==> config.mk <==
export PLATFORM = sky130hd
export DESIGN_NAME = ivpf_framer
export DESIGN_NICKNAME = d
export VERILOG_FILES = /design/src/common/ivpf_pkg.sv /design/src/design/ivpf_mode_table.sv /design/src/design/ivpf_framer.sv
export VERILOG_INCLUDE_DIRS = /design/src /design/src/common
export SDC_FILE = /design/constraint.sdc
export NUM_CORES = 1
export LEC_CHECK = 0
export ABC_CLOCK_PERIOD_IN_PS = 8760
export BUFFER_PORTS_ARGS = -buffer_cell sky130_fd_sc_hd__buf_2
export CORE_ASPECT_RATIO = 1.4
export CORE_MARGIN = 2
export CORE_UTILIZATION = 27
export DETAILED_ROUTE_END_ITERATION = 8
export PLACE_DENSITY = 0.52
export SYNTH_ARGS = -nofsm -noshare
export SYNTH_HDL_FRONTEND = slang
export SYNTH_SLANG_ARGS = --single-unit
==> constraint.sdc <==
create_clock -name SYS_CLK -period 8.76 [get_ports SYS_CLK]
set_input_delay 0.438 -clock SYS_CLK [delete_from_list [all_inputs] [get_ports SYS_CLK]]
set_output_delay 0.438 -clock SYS_CLK [all_outputs]
set_load 0.03 [all_outputs]
==> src/common/ivpf_defines.svh <==
// Constants for the isochronous video packet framer
`ifndef IVPF_DEFINES_SVH
`define IVPF_DEFINES_SVH
`define IVPF_TAG_VALUE 2'h0
`define IVPF_TCODE_ISO 4'ha
`define IVPF_SYNC_FIRST 4'h1
`define IVPF_SYNC_LATER 4'h0
`define IVPF_BYTES_PER_QUAD_SHIFT 2
`define IVPF_CHAN_RESET 6'h00
`define IVPF_CRC_INIT 32'hffffffff
`define IVPF_CRC_POLY 32'h04c11db7
`endif

==> src/common/ivpf_pkg.sv <==
// Types for the isochronous video packet framer
package ivpf_pkg;
  typedef enum logic [2:0] {
    IVPF_IDLE,
    IVPF_HDR,
    IVPF_HCRC,
    IVPF_PAY,
    IVPF_DCRC,
    IVPF_WAIT
  } ivpf_state_t;
  typedef logic [2:0] ivpf_sel_t;
  typedef logic [5:0] ivpf_speed_t;
endpackage : ivpf_pkg

==> src/design/ivpf_mode_table.sv <==
// Payload size lookup by format, mode and frame rate
`timescale 1ns/1ps
`default_nettype none
`include "ivpf_defines.svh"
module ivpf_mode_table (
  input wire logic [1:0] fmt, // Format index 0..2
  input wire logic [2:0] mode, // Mode within format
  input wire logic [2:0] rate, // 0=240fps .. 7=1.875fps
  output logic valid, // Combination has an entry
  output logic [13:0] quads, // Quadlets per packet
  output logic [5:0] speed, // Minimum speed prefix
  output logic [7:0] lines_x16, // Lines per packet, times 16, held at 255 when larger
  output logic [15:0] pixels // Pixels per packet
);
  import ivpf_pkg::*;
  logic [2:0] lo;
  logic [2:0] hi;
  logic [13:0] qb;
  logic [15:0] pb;
  logic [8:0] lb;
  logic [5:0] top;
  logic [2:0] shift;
  logic [8:0] lines;

  // Entry values at the fastest legal rate; lo..hi is the span of rates that exist
  always_comb begin
    {lo, hi, qb, pb, lb} = {3'h7, 3'h0, 14'd0, 16'd0, 9'd0};
    unique case ({fmt, mode})
      5'h06: {lo, hi, qb, pb, lb} = {3'h0, 3'h7, 14'd5120, 16'd10240, 9'd256}; // 640 mono16
      5'h08: {lo, hi, qb, pb, lb} = {3'h0, 3'h6, 14'd8000, 16'd16000, 9'd320}; // 800 yuv
      5'h09: {lo, hi, qb, pb, lb} = {3'h1, 3'h5, 14'd6000, 16'd8000, 9'd160}; // 800 rgb
      5'h0a: {lo, hi, qb, pb, lb} = {3'h0, 3'h5, 14'd4000, 16'd16000, 9'd320}; // 800 mono8
      5'h0b: {lo, hi, qb, pb, lb} = {3'h1, 3'h7, 14'd6144, 16'd12288, 9'd192}; // 1024 yuv
      5'h0c: {lo, hi, qb, pb, lb} = {3'h2, 3'h7, 14'd4608, 16'd6144, 9'd96}; // 1024 rgb
      5'h0d: {lo, hi, qb, pb, lb} = {3'h0, 3'h7, 14'd6144, 16'd24576, 9'd384}; // 1024 mono8
      5'h0e: {lo, hi, qb, pb, lb} = {3'h0, 3'h6, 14'd8000, 16'd16000, 9'd320}; // 800 mono16
      5'h0f: {lo, hi, qb, pb, lb} = {3'h1, 3'h7, 14'd6144, 16'd12288, 9'd192}; // 1024 mono16
      5'h10: {lo, hi, qb, pb, lb} = {3'h2, 3'h7, 14'd5120, 16'd10240, 9'd128}; // 1280 yuv
      5'h11: {lo, hi, qb, pb, lb} = {3'h2, 3'h7, 14'd7680, 16'd10240, 9'd128}; // 1280 rgb
      5'h12: {lo, hi, qb, pb, lb} = {3'h1, 3'h7, 14'd5120, 16'd20480, 9'd256}; // 1280 mono8
      5'h13: {lo, hi, qb, pb, lb} = {3'h2, 3'h7, 14'd8000, 16'd16000, 9'd160}; // 1600 yuv
      5'h14: {lo, hi, qb, pb, lb} = {3'h3, 3'h7, 14'd6000, 16'd8000, 9'd80}; // 1600 rgb
      5'h15: {lo, hi, qb, pb, lb} = {3'h1, 3'h7, 14'd8000, 16'd32000, 9'd320}; // 1600 mono8
      5'h16: {lo, hi, qb, pb, lb} = {3'h2, 3'h7, 14'd5120, 16'd10240, 9'd128}; // 1280 mono16
      5'h17: {lo, hi, qb, pb, lb} = {3'h2, 3'h7, 14'd8000, 16'd16000, 9'd160}; // 1600 mono16
      default: ;
    endcase
  end

  // Each slower rate halves; rates outside the span have no entry
  always_comb begin
    top = ({fmt, mode} == 5'h0a) ? 6'h10 : 6'h20;
    valid = (rate >= lo) && (rate <= hi);
    shift = rate - lo;
    quads = qb >> shift;
    pixels = pb >> shift;
    lines = lb >> shift;
    lines_x16 = (lines > 9'd255) ? 8'hff : lines[7:0];
    // Below a prefix of 2 no minimum speed is demanded
    speed = top >> shift;
    if (!valid || speed < 6'h2) begin
      speed = 6'h0;
    end
  end
endmodule : ivpf_mode_table
`default_nettype wire

==> src/design/ivpf_framer.sv <==
// Isochronous video packet framer top
`timescale 1ns/1ps
`default_nettype none
`include "ivpf_defines.svh"
// Contract
// - The header length field carries the byte count of the block's data field.
// - The tag field is always zero.
// - The channel field carries the software-programmed channel number.
// - The transaction code is the isochronous data block code.
// - Sync is 1 on a frame's first block and 0 on later blocks.
// - Header quadlet, then header CRC, then payload, then data CRC.
// - Payload holds only current-frame video data.
// - Byte length is quadlets per packet times four.
// - Speed prefix 2/4/8/16/32 names the minimum link speed S200..S3200.
module ivpf_framer #(
  parameter int LINES_PER_FRAME = 480
) (
  input wire logic SYS_CLK, // 200 MHz clock
  input wire logic ARST_N, // Async reset, low active
  input wire logic [5:0] ISO_CHANNEL, // Programmed channel number
  input wire logic [1:0] VID_FORMAT, // Format index
  input wire logic [2:0] VID_MODE, // Mode index
  input wire logic [2:0] VID_RATE, // Frame rate index
  input wire logic START, // Begin a frame, pulse
  input wire logic CYCLE_START, // Bus cycle start, pulse
  input wire logic [31:0] PIX_DATA, // Video quadlet
  input wire logic PIX_VALID, // Video quadlet valid
  output logic PIX_READY, // Video quadlet taken
  output logic [31:0] TX_DATA, // Outgoing quadlet
  output logic TX_VALID, // Outgoing quadlet valid
  output logic TX_LAST, // Last quadlet of block
  output logic [5:0] TX_SPEED, // Minimum speed prefix
  output logic BUSY, // Frame in progress
  output logic CFG_ERR // Combination refused
);
  import ivpf_pkg::*;

  // ==========
  // Parameter check
  // A frame needs one line at least; the quadlet total must fit the 32-bit down counter
  if (LINES_PER_FRAME < 1 || LINES_PER_FRAME > 65535) begin : g_bad_lines
    $error("LINES_PER_FRAME out of range");
  end

  // ==========
  // Frame state
  // Whole state in one packed word so that a single register holds it

  typedef struct packed {
    ivpf_state_t st;
    logic [13:0] quads;
    logic [13:0] qcnt;
    logic [31:0] pix_left;
    logic [31:0] crc;
    logic first;
    logic [5:0] chan;
    logic pix_ready;
    logic [31:0] tx_data;
    logic tx_valid;
    logic tx_last;
    logic [5:0] speed;
    logic busy;
    logic err;
  } ivpf_regs_t;

  ivpf_regs_t q_reg, q_next;
  logic tv_valid;
  logic [13:0] tv_quads;
  logic [5:0] tv_speed;
  logic [15:0] tv_pixels;

  // ==========
  // Size lookup
  // Size lookup shared by every block of the frame
  ivpf_mode_table u_tab (
    .fmt(VID_FORMAT),
    .mode(VID_MODE),
    .rate(VID_RATE),
    .valid(tv_valid),
    .quads(tv_quads),
    .speed(tv_speed),
    .lines_x16(),
    .pixels(tv_pixels)
  );

  // ==========
  // Helper functions
  // Quadlets in a whole frame; widened first so the product cannot wrap
  function automatic logic [31:0] ivpf_frame_quads(input logic [13:0] qd);
    logic [31:0] total;
    total = 32'(LINES_PER_FRAME) * 32'(qd);
    return total;
  endfunction : ivpf_frame_quads

  // CRC-32 over one quadlet, bit serial unrolled
  function automatic logic [31:0] ivpf_crc(input logic [31:0] c, input logic [31:0] d);
    logic [31:0] r;
    r = c;
    for (int i = 31; i >= 0; i--) begin
      r = (r[31] ^ d[i]) ? ((r << 1) ^ `IVPF_CRC_POLY) : (r << 1);
    end
    return r;
  endfunction : ivpf_crc

  // Header quadlet assembly
  function automatic logic [31:0] ivpf_hdr(input logic [13:0] qd, input logic [5:0] ch,
                                          input logic fst);
    logic [15:0] len;
    // Quadlets to bytes; 14 bits of quadlets always fit the 16-bit length
    len = 16'({2'b00, qd} << `IVPF_BYTES_PER_QUAD_SHIFT);
    return {len, `IVPF_TAG_VALUE, ch, `IVPF_TCODE_ISO,
            fst ? `IVPF_SYNC_FIRST : `IVPF_SYNC_LATER};
  endfunction : ivpf_hdr

  // ==========
  // Next-state logic
  // Strobes default low so that each output pulse stands for one cycle only
  always_comb begin
    q_next = q_reg;
    q_next.tx_valid = 1'b0;
    q_next.tx_last = 1'b0;
    q_next.pix_ready = 1'b0;
    unique case (q_reg.st)
      IVPF_IDLE: begin
        // Sizes and channel are latched here; later changes wait for the next frame
        if (START) begin
          q_next.err = !tv_valid;
          if (tv_valid) begin
            q_next.quads = tv_quads;
            q_next.speed = tv_speed;
            q_next.chan = ISO_CHANNEL;
            // Frame size counted in quadlets, one per payload word taken
            q_next.pix_left = ivpf_frame_quads(tv_quads);
            q_next.first = 1'b1;
            q_next.busy = 1'b1;
            q_next.st = IVPF_WAIT;
          end
        end
      end
      IVPF_WAIT: begin
        // One block per bus cycle
        if (CYCLE_START) begin
          q_next.st = IVPF_HDR;
        end
      end
      IVPF_HDR: begin
        // Header CRC starts fresh on the header quadlet alone
        q_next.tx_data = ivpf_hdr(q_reg.quads, q_reg.chan, q_reg.first);
        q_next.tx_valid = 1'b1;
        q_next.crc = ivpf_crc(`IVPF_CRC_INIT, q_next.tx_data);
        q_next.st = IVPF_HCRC;
      end
      IVPF_HCRC: begin
        // Data CRC restarts; only the first block of a frame carries sync set
        q_next.tx_data = ~q_reg.crc;
        q_next.tx_valid = 1'b1;
        q_next.crc = `IVPF_CRC_INIT;
        q_next.qcnt = q_reg.quads;
        q_next.first = 1'b0;
        q_next.st = IVPF_PAY;
      end
      IVPF_PAY: begin
        // Only frame video quadlets enter the payload
        q_next.pix_ready = (q_reg.qcnt > 14'h1) || !q_reg.pix_ready;
        if (PIX_VALID && q_reg.pix_ready) begin
          q_next.tx_data = PIX_DATA;
          q_next.tx_valid = 1'b1;
          q_next.crc = ivpf_crc(q_reg.crc, PIX_DATA);
          q_next.qcnt = q_reg.qcnt - 14'h1;
          q_next.pix_left = q_reg.pix_left - 32'h1;
          if (q_reg.qcnt == 14'h1) begin
            q_next.pix_ready = 1'b0;
            q_next.st = IVPF_DCRC;
          end
        end
      end
      IVPF_DCRC: begin
        // A stalled source only delays the block; the bus cycle budget is the user's limit
        q_next.tx_data = ~q_reg.crc;
        q_next.tx_valid = 1'b1;
        q_next.tx_last = 1'b1;
        // Continue until every quadlet of the frame is out
        if (q_reg.pix_left == 32'h0) begin
          q_next.busy = 1'b0;
          q_next.st = IVPF_IDLE;
        end else begin
          q_next.st = IVPF_WAIT;
        end
      end
      default: q_next.st = IVPF_IDLE;
    endcase
  end

  // ==========
  // State register
  always_ff @(posedge SYS_CLK or negedge ARST_N) begin
    if (!ARST_N) begin
      q_reg <= '{st: IVPF_IDLE, chan: `IVPF_CHAN_RESET, crc: `IVPF_CRC_INIT, default: '0};
    end else begin
      q_reg <= q_next;
    end
  end

  // ==========
  // Outputs
  // Every output is a field of the state register
  assign PIX_READY = q_reg.pix_ready;
  assign TX_DATA = q_reg.tx_data;
  assign TX_VALID = q_reg.tx_valid;
  assign TX_LAST = q_reg.tx_last;
  assign TX_SPEED = q_reg.speed;
  assign BUSY = q_reg.busy;
  assign CFG_ERR = q_reg.err;
endmodule : ivpf_framer
`default_nettype wire

==> flow_metrics.py <==
metrics = {
    "timing": {
        "final-max-slew-violation-count": 0,
        "tightest_slew_ps": 1000,
        "setup_viol": 0,
        "rsz0062_at_grt": "false",
        "setup_tns_ps": 0,
        "hold_viol_final": 0,
        "finalCritPeriodShare_pct": 76.6,
        "fmax_mhz": 149,
        "fin_skew_ps": 16.5,
        "relSlewSlack_pct": 32.5,
        "layout_min_cycle_time_ps": 6710,
    },
    "critical_path": {
        "critPathLaunch": "VID_MODE[2]",
        "crit_fanout": 15,
        "crit_path_end_kind": "flop",
        "crit_top_cell": "a21oi_1",
        "critPathRequiredTime_ps": 9080,
        "reg2reg_from": "q_reg[78]",
        "cp_top_family": "compound AO/OA/AOI/OAI gates",
        "r2r_cells": 11,
        "critical_path_class": "in2reg",
        "path_depth": 26,
        "cp_slowest_cell": "xor2_1",
        "start_kind": "primary input",
        "max_stage_delay_ps": 810,
        "arrival_ps": 7030,
        "worst-path-buf-inv": 2,
    },
    "clocking": {
        "post-cts-setup-buffers": 0,
        "hold_buffers": 0,
        "worstSkewPairLatency_ps": 460,
        "cts_resized": 0,
        "clkTransAtPathRegs_ps": 70,
        "clk_path_buf_depth": 2,
        "cts-root-buf": "clkbuf_16",
        "clkSinkCount": 144,
        "cts_tree": "yes",
        "cts_made_buffers": 17,
        "htree_levels": 4,
    },
    "yosys": {
        "synth_edf_count": 0,
        "synth_warnings": 0,
        "synth-seq-cells": 144,
        "synthArstFlopShare_pct": 100,
        "synth.yosys.seq_area_share_pct": 26.4,
        "synth_nets": 1652,
        "ys.flop_type": "dfrtp_1",
        "yosysUniqueCellTypes": 63,
        "syn_area_um2": 13800,
        "postSynthCellCount": 1545,
        "avgSynthCellArea_um2": 8.93,
    },
    "global_routing": {
        "grt_pass1_wl_mm": 65.0,
        "grt_pass1_vias": 11072,
        "grt-ovfl-total": 0,
        "antenna_found_initial": 0,
        "grtUsageTotal_pct": 16.0,
        "grt_max_degree": 75,
    },
    "floorplanning": {
        "dieHeight_um": 272,
        "core-area_um2": 50800,
        "num_rows": 98,
        "dieArea_um2": 53000,
        "die_width_um": 195,
        "ios": 94,
        "start_util_pct": 27.2,
    },
    "final_layout": {
        "layout_common_cells": "xnor2_1 (353), nor2_1 (119), nand2_1 (113)",
        "area_delta_synth_final_pct": 10.3,
        "largest_reg_flops": 101,
        "drive_gt1_share_pct": 13.4,
        "num_antenna_cells": 0,
        "nets": 1666,
        "fillers": 5429,
        "layout_commonest_cell": "xnor2_1",
    },
    "detailed_routing": {
        "vias_per_cell": 4.88,
        "wirelength_mm": 41.8,
        "drt-initial-drc-count": 639,
        "drcViolationCount": 0,
        "ant_nets": 0,
        "dr.pass1.iters": 5,
        "wl_per_cell_um": 18.8,
        "via_count": 10837,
    },
    "run": {
        "maxCapViolations": 0,
    },
    "worst_hold_path": {
        "hp-class": "in2async",
    },
    "place": {
        "gp_congestion": 0.914,
        "hpwl_mm": 33.0,
        "port_buffers": 93,
    },
    "run_status": {
        "status": "completed",
    },
}
-- logic make-up after synthesis --
logic type	Yosys count	synth area share (%)
adders and majority gates	56	6.38
muxes	7	0.508
and+or+nand+nor	334	10.6
AOI/OAI and AO/OA	338	15.4
buffers and inverters	184	6.08
DFF	144	26.4
xor gates and xnor gates	482	34.6
-- cell usage after synthesis (6+ instances only) --
library cell,n,area (um^2)
xnor2_1,353,3090
nor2_1,121,454
nand2_1,114,428
dfrtp_1,112,2800
a21oi_1,103,515
xor2_1,86,753
o21ai_0,84,420
inv_1,67,251
clkbuf_1,66,248
buf_4,38,285
dfstp_2,32,841
ha_1,32,400
fa_1,24,480
nand3_1,23,115
nor3_1,21,105
o21a_1,20,150
o22ai_1,20,125
a221oi_1,19,166
o221ai_1,18,158
o211ai_1,12,90.1
xnor3_1,12,270
a221o_1,11,110
nor4_1,10,62.6
a22oi_1,9,67.6
or3_1,9,56.3
xnor2_2,9,146
a31oi_1,8,50.1
a21o_1,7,52.6
buf_1,7,26.3
mux2i_1,7,70.1
nand2b_1,7,43.8
o21bai_1,7,52.6
xnor2_4,7,193
or2_2,6,37.5
-- through the flow --
stage	setup WS, ps	hold slack (ps)	instance area [um^2]	std cells	utilization (%)
6_report	2050	18.5	15200	2222	30.0
3_3_place_gp	1620	461	14700	2190	28.9
3_5_place_dp	1520	475	14700	2190	28.9
5_1_grt	1420	60.5	15200	2222	30.0
4_1_cts	2010	34.7	15200	2222	30.0
2_1_floorplan	2350	142	13800	1545	-
-- final timing paths --
check | endpoint | slack [ps]
worst max-delay path | q_reg[102] | 2050
worst min-delay path | TX_DATA[14] | 20
worst max register to register | q_reg[61] | 4000
worst min register to register | TX_SPEED[4] | 490
max in group asynchronous | q_reg[84] | 7300
min in group SYS_CLK | q_reg[46] | 190
-- worst reg2reg max path, delay by kind of cell, from the launching register on --
kind           cells  cell delay, ps
AO/OA/AOI/OAI      2             560
flip-flops         1             390
XOR/XNOR           9            3760
-- layout make-up --
| class | count | area, um^2 | share of cell area (%) |
|---|---|---|---|
| Clock buffer | 21 | 440 | 2.89 |
| Clock inverter | 11 | 129 | 0.846 |
| Inverter | 68 | 255 | 1.68 |
| Multi-Input combinational cell | 1217 | 9340 | 61.3 |
| Sequential cell | 144 | 3640 | 23.9 |
| Tap cell | 650 | 813 | 5.34 |
| Timing Repair Buffer | 111 | 607 | 3.99 |
-- per-layer routing --
layer  share of wire (%)  track usage (%)  vias up
met5                   0                0        -
met4                 4.1             7.51        0
met3                 2.6             1.94       78
met2                  55             30.6      229
met1                  39             17.3     5333
li1                    -                -     5197
Power is left out: the tool's default activity adds up to more than one toggle a clock period on the data nets, which glitch-free logic cannot reach.
